**src/rtl/bcu_defines.vh**
```
`ifndef BCU_DEFINES_VH
`define BCU_DEFINES_VH
// ----------------------------------------
// Operation codes from decode
// ----------------------------------------
`define BCU_OP_B       4'h0
`define BCU_OP_BCOND   4'h1
`define BCU_OP_DCALL   4'h2
`define BCU_OP_IJUMP   4'h3
`define BCU_OP_ICALL   4'h4
`define BCU_OP_NSJUMP  4'h5
`define BCU_OP_NSCALL  4'h6
`define BCU_OP_CBZ     4'h7
`define BCU_OP_COMPARE_NONZERO_BRANCH    4'h8
`define BCU_OP_PRED    4'h9
`define BCU_OP_TBB     4'hA
`define BCU_OP_TBH     4'hB
`define BCU_OP_BREAKPOINT_INSTR    4'hC
`define BCU_OP_OTHER   4'hD
// ----------------------------------------
// Sequencer states
// ----------------------------------------
`define BCU_ST_IDLE    2'h0
`define BCU_ST_TBL     2'h1
`define BCU_ST_PSR     2'h2
`define BCU_ST_LINK    2'h3
// ----------------------------------------
// Fixed figures
// ----------------------------------------
`define BCU_PC_AHEAD   32'h00000004
`define BCU_NARROW_LEN 32'h00000002
`define BCU_WIDE_LEN   32'h00000004
`define BCU_COND_EVER  4'hE
`define BCU_RET_TOKEN  32'hFFFFFFFE
`define BCU_SECURE_RST 1'b1
`endif

```
**src/rtl/bcu_branch_control.v**
```verilog
`timescale 1ns/1ps
`default_nettype none
`include "bcu_defines.vh"

// Notes on behaviour
// [RQ1] Calls write next address to link register
// [RQ2] Stored return address has bit0 forced one
// [RQ3] Indirect target with bit0 zero faults
// [RQ4] Target bit0 sets thumb, cleared from address
// [RQ5] Branch ranges: 16MB, conditional 1MB, register any
// [RQ6] Non-secure forms: bit0 zero leaves secure state
// [RQ7] State-changing call pushes return, status, token
// [RQ8] Non-secure forms fault outside secure state
// [RQ9] Compare-branch tests zero, flags untouched
// [RQ10] Software: low registers, forward 4 to 130
// [RQ11] Prefix makes four slots, then or else; here the mask sets one to four
// [RQ12] Software: ever-true prefix uses only then
// [RQ13] Breakpoint inside block always executes
// [RQ14] Exceptions inside block resume correctly
// [RQ15] Software: no prefix, compare-branch, mask ops inside
// [RQ16] Software: PC writers only in last slot
// [RQ17] Conditional branch inside block gets wide range
// [RQ18] Table offset is byte, or twice halfword
// [RQ19] Halfword index doubled; PC base means next
// [RQ20] Table target is next address plus offset
// [RQ21] No branch or prefix writes condition flags
// [RQ22] Slot state advances per instruction, then clears
module bcu_branch_control (
  input  wire        sys_clk,
  input  wire        rst,
  input  wire        ce,
  input  wire        ins_valid,
  input  wire [3:0]  ins_op,
  input  wire [31:0] ins_pc,
  input  wire        ins_wide,
  input  wire [3:0]  ins_cond,
  input  wire [24:0] ins_ofs,
  input  wire [7:0]  ins_pred,
  input  wire [31:0] ins_rm,
  input  wire [31:0] ins_rn,
  input  wire        ins_rn_pc,
  input  wire [3:0]  ins_flags,
  input  wire [31:0] cur_psr,
  input  wire        exc_take,
  input  wire        rest_valid,
  input  wire [7:0]  rest_pred,
  input  wire        rest_secure,
  input  wire        tbl_ack,
  input  wire [15:0] tbl_data,
  output reg         ins_ready_q,
  output reg         done_q,
  output reg         slot_pass_q,
  output reg         redir_q,
  output reg  [31:0] redir_addr_q,
  output reg         thumb_q,
  output reg         lr_we_q,
  output reg  [31:0] lr_data_q,
  output reg         fault_q,
  output reg         secure_q,
  output reg  [7:0]  pred_state_q,
  output reg         tbl_rd_q,
  output reg  [31:0] tbl_addr_q,
  output reg         tbl_half_q,
  output reg         stk_wr_q,
  output reg  [31:0] stk_data_q
);

  // ----------------------------------------
  // Helpers
  // ----------------------------------------
  // Condition test on {N,Z,C,V}; reads flags only
  // Code 15 also reads as ever-true; no slot treats it apart
  function cond_ok;
    input [3:0] c;
    input [3:0] f;
    reg         r;
    begin
      case (c[3:1])
        3'h0:    r = f[2];
        3'h1:    r = f[1];
        3'h2:    r = f[3];
        3'h3:    r = f[0];
        3'h4:    r = f[1] & ~f[2];
        3'h5:    r = (f[3] == f[0]);
        3'h6:    r = ~f[2] & (f[3] == f[0]);
        default: r = 1'b1;
      endcase
      // Odd codes invert, except the ever-true pair
      if (c[0] && (c[3:1] != 3'h7))
        cond_ok = ~r;
      else
        cond_ok = r;
    end
  endfunction

  // Next slot: shift mask, clear once exhausted
  // Low three bits zero means the last slot has just been used
  // Top condition bits stay put; the low bit rides in with the mask
  function [7:0] pred_step;
    input [7:0] s;
    begin
      if (s[2:0] == 3'h0)
        pred_step = 8'h00;
      else
        pred_step = {s[7:5], s[3:0], 1'b0};
    end
  endfunction

  // ----------------------------------------
  // State
  // ----------------------------------------
  reg  [1:0]  st_q;     // Sequencer state
  reg  [31:0] tgt_q;    // Held target or next address for table offset
  reg  [31:0] psr_q;    // Status word awaiting push
  // Only table reads and the secure push leave idle; both drop
  // ready, so decode never has to hold a second instruction

  // ----------------------------------------
  // Decode support
  // ----------------------------------------
  wire        in_blk;   // Inside a predicated block
  wire [3:0]  blk_cond; // Condition of current slot
  wire        pass;     // Slot condition holds
  wire        run;      // Instruction takes effect
  wire [31:0] next_pc;  // Address of next instruction
  wire [31:0] ret_addr; // Link value with bit0 set
  wire [31:0] ofs_ext;  // Extended branch offset
  wire [31:0] rel_tgt;  // PC-relative target
  wire [31:0] ind_tgt;  // Register target, bit0 cleared
  wire [31:0] tbl_base; // Table start
  wire [31:0] tbl_idx;  // Scaled table index
  wire        take;     // Instruction accepted this edge
  wire        wide_rng; // Wide branch range applies
  wire        rn_zero;  // Compare operand is zero

  // Block state: top nibble is the slot's condition, low nibble
  // the then/else mask; any set mask bit means inside a block
  // Kept as one byte so an exception can stack and restore it whole
  assign in_blk   = (pred_state_q[3:0] != 4'h0);
  assign blk_cond = pred_state_q[7:4];
  // Slot condition replaces the branch's own inside a block
  assign pass     = in_blk ? cond_ok(blk_cond, ins_flags) :            // RQ11
                    (ins_op == `BCU_OP_BCOND) ? cond_ok(ins_cond, ins_flags) :
                    1'b1;
  assign run      = pass | (ins_op == `BCU_OP_BREAKPOINT_INSTR);                   // RQ13
  assign next_pc  = ins_pc + (ins_wide ? `BCU_WIDE_LEN : `BCU_NARROW_LEN);
  assign ret_addr = {next_pc[31:1], 1'b1};                             // RQ2
  assign wide_rng = (ins_op != `BCU_OP_BCOND) | in_blk;                // RQ17
  // Compare-branch offsets are forward only, so zero-extend
  assign ofs_ext  = ((ins_op == `BCU_OP_CBZ) || (ins_op == `BCU_OP_COMPARE_NONZERO_BRANCH)) ?
                    {25'h0000000, ins_ofs[6:0]} :
                    wide_rng ? {{7{ins_ofs[24]}}, ins_ofs} :           // RQ5
                    {{11{ins_ofs[20]}}, ins_ofs[20:0]};                // RQ5
  assign rel_tgt  = ins_pc + `BCU_PC_AHEAD + ofs_ext;
  assign ind_tgt  = {ins_rm[31:1], 1'b0};                              // RQ4
  assign tbl_base = ins_rn_pc ? next_pc : ins_rn;                      // RQ19
  assign tbl_idx  = (ins_op == `BCU_OP_TBH) ? {ins_rm[30:0], 1'b0} :   // RQ19
                    ins_rm;
  // Exception entry wins: the instruction waits, slots intact
  assign take     = ins_valid & ins_ready_q & ~exc_take;              // RQ14
  assign rn_zero  = (ins_rn == 32'h00000000);

  // ----------------------------------------
  // Sequencer and outputs
  // ----------------------------------------
  // Pulse outputs live one enabled cycle; with ce low every
  // register holds, pulses included, so a stalled core still
  // sees each pulse once it resumes sampling
  // Flag outputs do not exist: nothing here can write them   // RQ21
  always @(posedge sys_clk) begin
    if (rst) begin
      st_q         <= `BCU_ST_IDLE;
      tgt_q        <= 32'h00000000;
      psr_q        <= 32'h00000000;
      // Ready, thumb and secure come up set; every pulse starts low
      ins_ready_q  <= 1'b1;
      done_q       <= 1'b0;
      slot_pass_q  <= 1'b0;
      redir_q      <= 1'b0;
      redir_addr_q <= 32'h00000000;
      thumb_q      <= 1'b1;
      lr_we_q      <= 1'b0;
      lr_data_q    <= 32'h00000000;
      fault_q      <= 1'b0;
      secure_q     <= `BCU_SECURE_RST;
      pred_state_q <= 8'h00;
      tbl_rd_q     <= 1'b0;
      tbl_addr_q   <= 32'h00000000;
      tbl_half_q   <= 1'b0;
      stk_wr_q     <= 1'b0;
      stk_data_q   <= 32'h00000000;
    end else if (ce) begin
      // Pulses drop unless set below
      done_q   <= 1'b0;
      redir_q  <= 1'b0;
      lr_we_q  <= 1'b0;
      fault_q  <= 1'b0;
      stk_wr_q <= 1'b0;
      case (st_q)
        `BCU_ST_IDLE: begin
          // Nothing is taken while ready is low or an exception enters
          if (take) begin
            done_q      <= 1'b1;
            slot_pass_q <= run;
            // Each covered instruction except a prefix uses one slot
            if (in_blk && (ins_op != `BCU_OP_PRED))
              pred_state_q <= pred_step(pred_state_q);           // RQ22
            if (run) begin
              case (ins_op)
                `BCU_OP_B, `BCU_OP_BCOND: begin
                  // Own or slot condition is already folded into run
                  redir_q      <= 1'b1;                          // RQ5
                  redir_addr_q <= rel_tgt;
                end
                `BCU_OP_DCALL: begin
                  // Link written in the same cycle as the redirect
                  lr_we_q      <= 1'b1;                          // RQ1
                  lr_data_q    <= ret_addr;                      // RQ2
                  redir_q      <= 1'b1;
                  redir_addr_q <= rel_tgt;
                end
                `BCU_OP_IJUMP, `BCU_OP_ICALL: begin
                  // Bit0 low would leave thumb state: illegal use, no link
                  if (!ins_rm[0]) begin
                    fault_q <= 1'b1;                             // RQ3
                  end else begin
                    thumb_q      <= ins_rm[0];                   // RQ4
                    redir_q      <= 1'b1;
                    redir_addr_q <= ind_tgt;                     // RQ4
                    if (ins_op == `BCU_OP_ICALL) begin
                      lr_we_q   <= 1'b1;                         // RQ1
                      lr_data_q <= ret_addr;                     // RQ2
                    end
                  end
                end
                `BCU_OP_NSJUMP, `BCU_OP_NSCALL: begin
                  // Undefined when already non-secure
                  if (!secure_q) begin
                    fault_q <= 1'b1;                             // RQ8
                  end else if (ins_rm[0]) begin
                    // Stays secure, behaves as plain indirect
                    redir_q      <= 1'b1;                        // RQ6
                    redir_addr_q <= ind_tgt;
                    thumb_q      <= 1'b1;
                    if (ins_op == `BCU_OP_NSCALL) begin
                      lr_we_q   <= 1'b1;                         // RQ1
                      lr_data_q <= ret_addr;                     // RQ2
                    end
                  end else if (ins_op == `BCU_OP_NSJUMP) begin
                    secure_q     <= 1'b0;                        // RQ6
                    thumb_q      <= 1'b1;
                    redir_q      <= 1'b1;
                    redir_addr_q <= ind_tgt;
                  end else begin
                    // Return address goes to the secure stack first
                    stk_wr_q    <= 1'b1;                         // RQ7
                    stk_data_q  <= ret_addr;
                    psr_q       <= cur_psr;
                    tgt_q       <= ind_tgt;
                    ins_ready_q <= 1'b0;
                    st_q        <= `BCU_ST_PSR;
                  end
                end
                `BCU_OP_CBZ: begin
                  // Operand compared here, so no flag is written
                  if (rn_zero) begin
                    redir_q      <= 1'b1;                        // RQ9
                    redir_addr_q <= rel_tgt;
                  end
                end
                `BCU_OP_COMPARE_NONZERO_BRANCH: begin
                  // Same test inverted; flags untouched
                  if (!rn_zero) begin
                    redir_q      <= 1'b1;                        // RQ9
                    redir_addr_q <= rel_tgt;
                  end
                end
                `BCU_OP_PRED: begin
                  // Base condition plus then/else mask
                  pred_state_q <= ins_pred;                      // RQ11
                end
                `BCU_OP_TBB, `BCU_OP_TBH: begin
                  // Read held until memory answers
                  tbl_rd_q    <= 1'b1;
                  tbl_addr_q  <= tbl_base + tbl_idx;
                  tbl_half_q  <= (ins_op == `BCU_OP_TBH);
                  // Offset is added to the next address once the entry arrives
                  tgt_q       <= next_pc;                        // RQ20
                  ins_ready_q <= 1'b0;
                  st_q        <= `BCU_ST_TBL;
                end
                default: begin
                  // Breakpoint and others: no control effect, fetch runs on
                  redir_q <= 1'b0;
                end
              endcase
            end
          end
        end
        `BCU_ST_TBL: begin
          // Ready stays low, so no instruction slips past the read
          if (tbl_ack) begin
            tbl_rd_q     <= 1'b0;
            redir_q      <= 1'b1;
            // Unsigned offset only, so always forward
            redir_addr_q <= tbl_half_q ?
                            tgt_q + {15'h0000, tbl_data, 1'b0} :  // RQ18
                            tgt_q + {24'h000000, tbl_data[7:0]}; // RQ18
            ins_ready_q  <= 1'b1;
            st_q         <= `BCU_ST_IDLE;
          end
        end
        `BCU_ST_PSR: begin
          // Partial status word follows the return address
          // Two pushes back to back; the stack side must take both
          stk_wr_q   <= 1'b1;                                    // RQ7
          stk_data_q <= psr_q;
          st_q       <= `BCU_ST_LINK;
        end
        `BCU_ST_LINK: begin
          // Token in link lets a later return come back secure
          // Fetch moves only once both words are on the stack
          lr_we_q      <= 1'b1;                                  // RQ7
          lr_data_q    <= `BCU_RET_TOKEN;
          secure_q     <= 1'b0;                                  // RQ6
          thumb_q      <= 1'b1;
          redir_q      <= 1'b1;
          redir_addr_q <= tgt_q;
          ins_ready_q  <= 1'b1;
          st_q         <= `BCU_ST_IDLE;
        end
        default: begin
          st_q        <= `BCU_ST_IDLE;
          ins_ready_q <= 1'b1;
        end
      endcase
      // Exception return restores slots; wins over any advance
      // Secure state returns with them, as stacked at entry
      if (rest_valid) begin
        pred_state_q <= rest_pred;                               // RQ14
        secure_q     <= rest_secure;
      end
    end
  end

endmodule // bcu_branch_control
`default_nettype wire

```
**config.mk**
```make
export PLATFORM = sky130hd
export DESIGN_NAME = bcu_branch_control
export DESIGN_NICKNAME = d
export VERILOG_FILES = /design/src/rtl/bcu_branch_control.v
export VERILOG_INCLUDE_DIRS = /design/src /design/src/rtl
export SDC_FILE = /design/constraint.sdc
export NUM_CORES = 1
export LEC_CHECK = 0
export BUFFER_PORTS_ARGS = -buffer_cell sky130_fd_sc_hd__clkbuf_2
export CORE_MARGIN = 2
export CORE_UTILIZATION = 45
export DETAILED_ROUTE_END_ITERATION = 10
export HOLD_SLACK_MARGIN = 0.05
export PLACE_DENSITY_LB_ADDON = 0.05
export SLEW_MARGIN = 20
export SYNTH_ARGS = -nofsm -noshare
export SYNTH_HDL_FRONTEND = slang
export SYNTH_SLANG_ARGS = --single-unit
export TNS_END_PERCENT = 100
```
**constraint.sdc**
```tcl
create_clock -name sys_clk -period 5.31 [get_ports sys_clk]
set_input_delay 0.2655 -clock sys_clk [delete_from_list [all_inputs] [get_ports sys_clk]]
set_output_delay 0.2655 -clock sys_clk [all_outputs]
set_load 0.02 [all_outputs]
```
==> impl_results.md <==
* Outcome: completed
* Yosys cell types at 85
* First-pass GRT wire length at 96340 µm
* Max_cap viols at 0
* Most frequent cells in the layout: nand2_1, clkbuf_2, a21oi_1, dfxtp_1, nor2_1
* Crit-path max FO at 6
* Final ANT Viol Nets at 0
* Ys flop type: dfxtp_1
* Vias per cell at just under 6
* WP data required at ~5.8 ns
* Worst setup SP type: input pin
* Worst Clk Skew at 0.01598 ns
* Worst-Margin Slew at 1.100 ns
* DR DRC count at 0
* Setup_tns at 0 ns
* Slew HR at 26.42%
* CTS tree: yes
* Largest net degree at the start of global routing at 120
* Final Max Tran Viols at 0
* Overflow after GRT at 0
* CP max stage cell: xor2_1
* Synth warn at 0
* Final Setup Violations at 0
* Mapped Cells at 2192
* Setup crit end kind: flop
* Post-synth EDFFs at 0
* CTS Hold Bufs at 41
* Top cell type by total area after synthesis: dfxtp_1
* Worst Path Arrival at 4.70 ns
* Synth top area share at approximately a quarter
* Commonest non-fill, non-tap cell in the layout: nand2_1
* Fmax at between 200 and 250 MHz
* Routed len/inst at 21.01 µm
* Dpl hpwl at between 40000 and 50000 µm
* Asr flop ratio synth at 0%
* Hold Slack at 0.07167 ns
* Total wire length at around 63000 µm
* Dpl ws at 0.5446 ns
* Clock latency on the worst-skew pair at about 0.57 ns
* Syn Std Cell Area at roughly 16000 µm²
* Final worst-path cycle share at 80.18%
* Hold Vio Cnt, Final at 0
* GPL Wtd Cong at between 0.9 and 1
* Clock buffer depth at 3
* Filler instances at 3467
* Initial DRC count at 1441
* Mapped Avg Cell Area at 7.415 µm²
* I/O Pins at 354
* Number of global-route vias before repair at 16122
* Area Overhead vs Synth at 20.88%
* Horiz. Die Dim at a little under 200 µm
* Post-layout util at 55.23%
* Post-CTS Resized at 0
* Synth Net Count at 2526
* Post-CTS setup buffers at 0
* Die Ht at roughly 190 µm
* Share of the yosys chip area belonging to registers at 26.11%
* Static Leak at 8.102 nW
* Hold Crit Class: in -> reg
* Clk sinks at 212
* Via count at 17633
* Clock root buffer master: clkbuf_16
* Power density cells at around 240 nW/µm²
* Synth Register Bits at between 200 and 250
* Die footprint at approximately 38000 µm²
* Critical-path cell list: clkbuf_2 -> inv_1 -> ha_1 -> fa_1 -> nand2_1 -> nor3_1 -> nand4_1 -> xor2_1 -> a21oi_1 -> ha_1 -> a21oi_1 -> o21ai_0 -> a22oi_1 -> o311ai_0 -> a31oi_1 -> o21ai_0 -> a31oi_1 -> xor2_1 -> o21ai_0
* # rows at 69
* Most common cell on crit path: o21ai_0
* VDD IR max at 0.2425 mV
* Largest cells by area after synthesis: dfxtp_1, nand2_1, ha_1, a21oi_1, nor2_1
* Min Clock Period, post-route at 4.258 ns
* WS Path Type: in -> reg
* Initial DRT Pass Iterations at 6
* # port buffers at 352
* Core Area at roughly 36000 µm²
* Antenna violations before repair at 6
* Worst path max stage delay at 0.70 ns
* Final worst setup slack at 1.052 ns
* Total Routing Usage GR at 32.12%
* Clock slew at reported path FFs at 0.06 ns
* Share of cells above drive strength 1 at 19.85%
* H-Tree Depth at 1
* CTS buffer count at 27
* Fin nets at 2859
* Initial Util at between 40% and 50%
* RSZ-0062 raised after global routing: no
path summary, 6_finish.rpt:
path	slack (ns)	cells after the start	startpoint	end
max	1.05	19	ins_wide	tbl_addr_q[30]
min	0.07	3	rest_pred[3]	pred_state_q[3]
max reg2reg	1.17	13	pred_state_q[1]	redir_addr_q[31]
min reg2reg	0.45	2	stk_data_q[25]	stk_data_q[25]
per-layer routing:
metal	vias up	share of wire (%)	GRT usage (%)
met5	-	0.016	0
met4	2	2.8	9.484
met3	95	7.5	5.010
met2	740	45	50.48
met1	8242	45	45.27
li1	8554	-	-
layout make-up:
class / count / area (µm²) / share of cell area, %
multi-input cells: 1818 / 11350 / 57.78
clock inverters: 11 / 85.08 / 0.4331
clock buffers: 37 / 743.2 / 3.783
diodes: 5 / 12.51 / 0.06369
inverters: 28 / 105.1 / 0.5350
repair buffers: 438 / 2529 / 12.87
flip-flops and latches: 212 / 4244 / 21.60
well taps: 461 / 576.8 / 2.936
kinds of logic after synthesis:
logic type	share of synthesized area (%)
compound gates	26.20
xor+xnor	6.143
fa+ha+maj	10.01
buf+inv	4.157
flops	26.11
mux	4.034
other cells	0.02307
simple gates	23.33
stage by stage:
stage               power (mW)  cell area [µm²]  instances
floorplan                2.554            16250       2192
global placement         2.997            18390       2916
detailed placement       2.996            18390       2916
CTS                      4.773            19630       3005
global route             4.972            19650       3010
finish                   4.766            19650       3010
Yosys cell counts (all sizes together) (3+ instances only):
library cell	number
a211o	3
a211oi	48
a21o	70
a21oi	279
a221o	3
a221oi	16
a222oi	7
a22oi	7
a311o	3
a311oi	21
a31oi	17
a41oi	3
and2	25
and3	25
and4	3
buf	37
clkbuf	97
dfxtp	212
fa	5
ha	122
inv	28
mux2	33
mux2i	21
nand2	434
nand2b	20
nand3	40
nand3b	12
nand4	25
nand4b	4
nor2	162
nor2b	15
nor3	34
nor3b	4
nor4	15
o211ai	36
o21a	6
o21ai	114
o21bai	13
o31ai	7
o41ai	5
or2	7
or3	8
or4	4
xnor2	62
xor2	52
critical path: cells and delay by family:
kind	cells	cell delay, ns
AND/OR/NAND/NOR	3	0.33
adder cells (fa/ha/maj)	3	1.03
AO/OA/AOI/OAI	9	2.04
buffers and inverters	2	0.17
XOR/XNOR	2	0.85
report_power, final:
group | switching (mW) | total (mW) | internal, mW | leakage, nW
Combinational | 0.835 | 1.37 | 0.533 | 5.98
Clock | 0.766 | 1.75 | 0.985 | 0.406
Sequential | 0.0263 | 1.65 | 1.62 | 1.71
Total | 1.63 | 4.77 | 3.14 | 8.10
sequential cells by signal, summed over array words and instances (netlist names), 2 cells and up:
| register | cells |
|---|---|
| lr_data_q | 32 |
| pred_state_q | 8 |
| psr_q | 32 |
| redir_addr_q | 32 |
| st_q | 2 |
| stk_data_q | 32 |
| tbl_addr_q | 32 |
| tgt_q | 32 |
(Power assumes the default switching activity.)
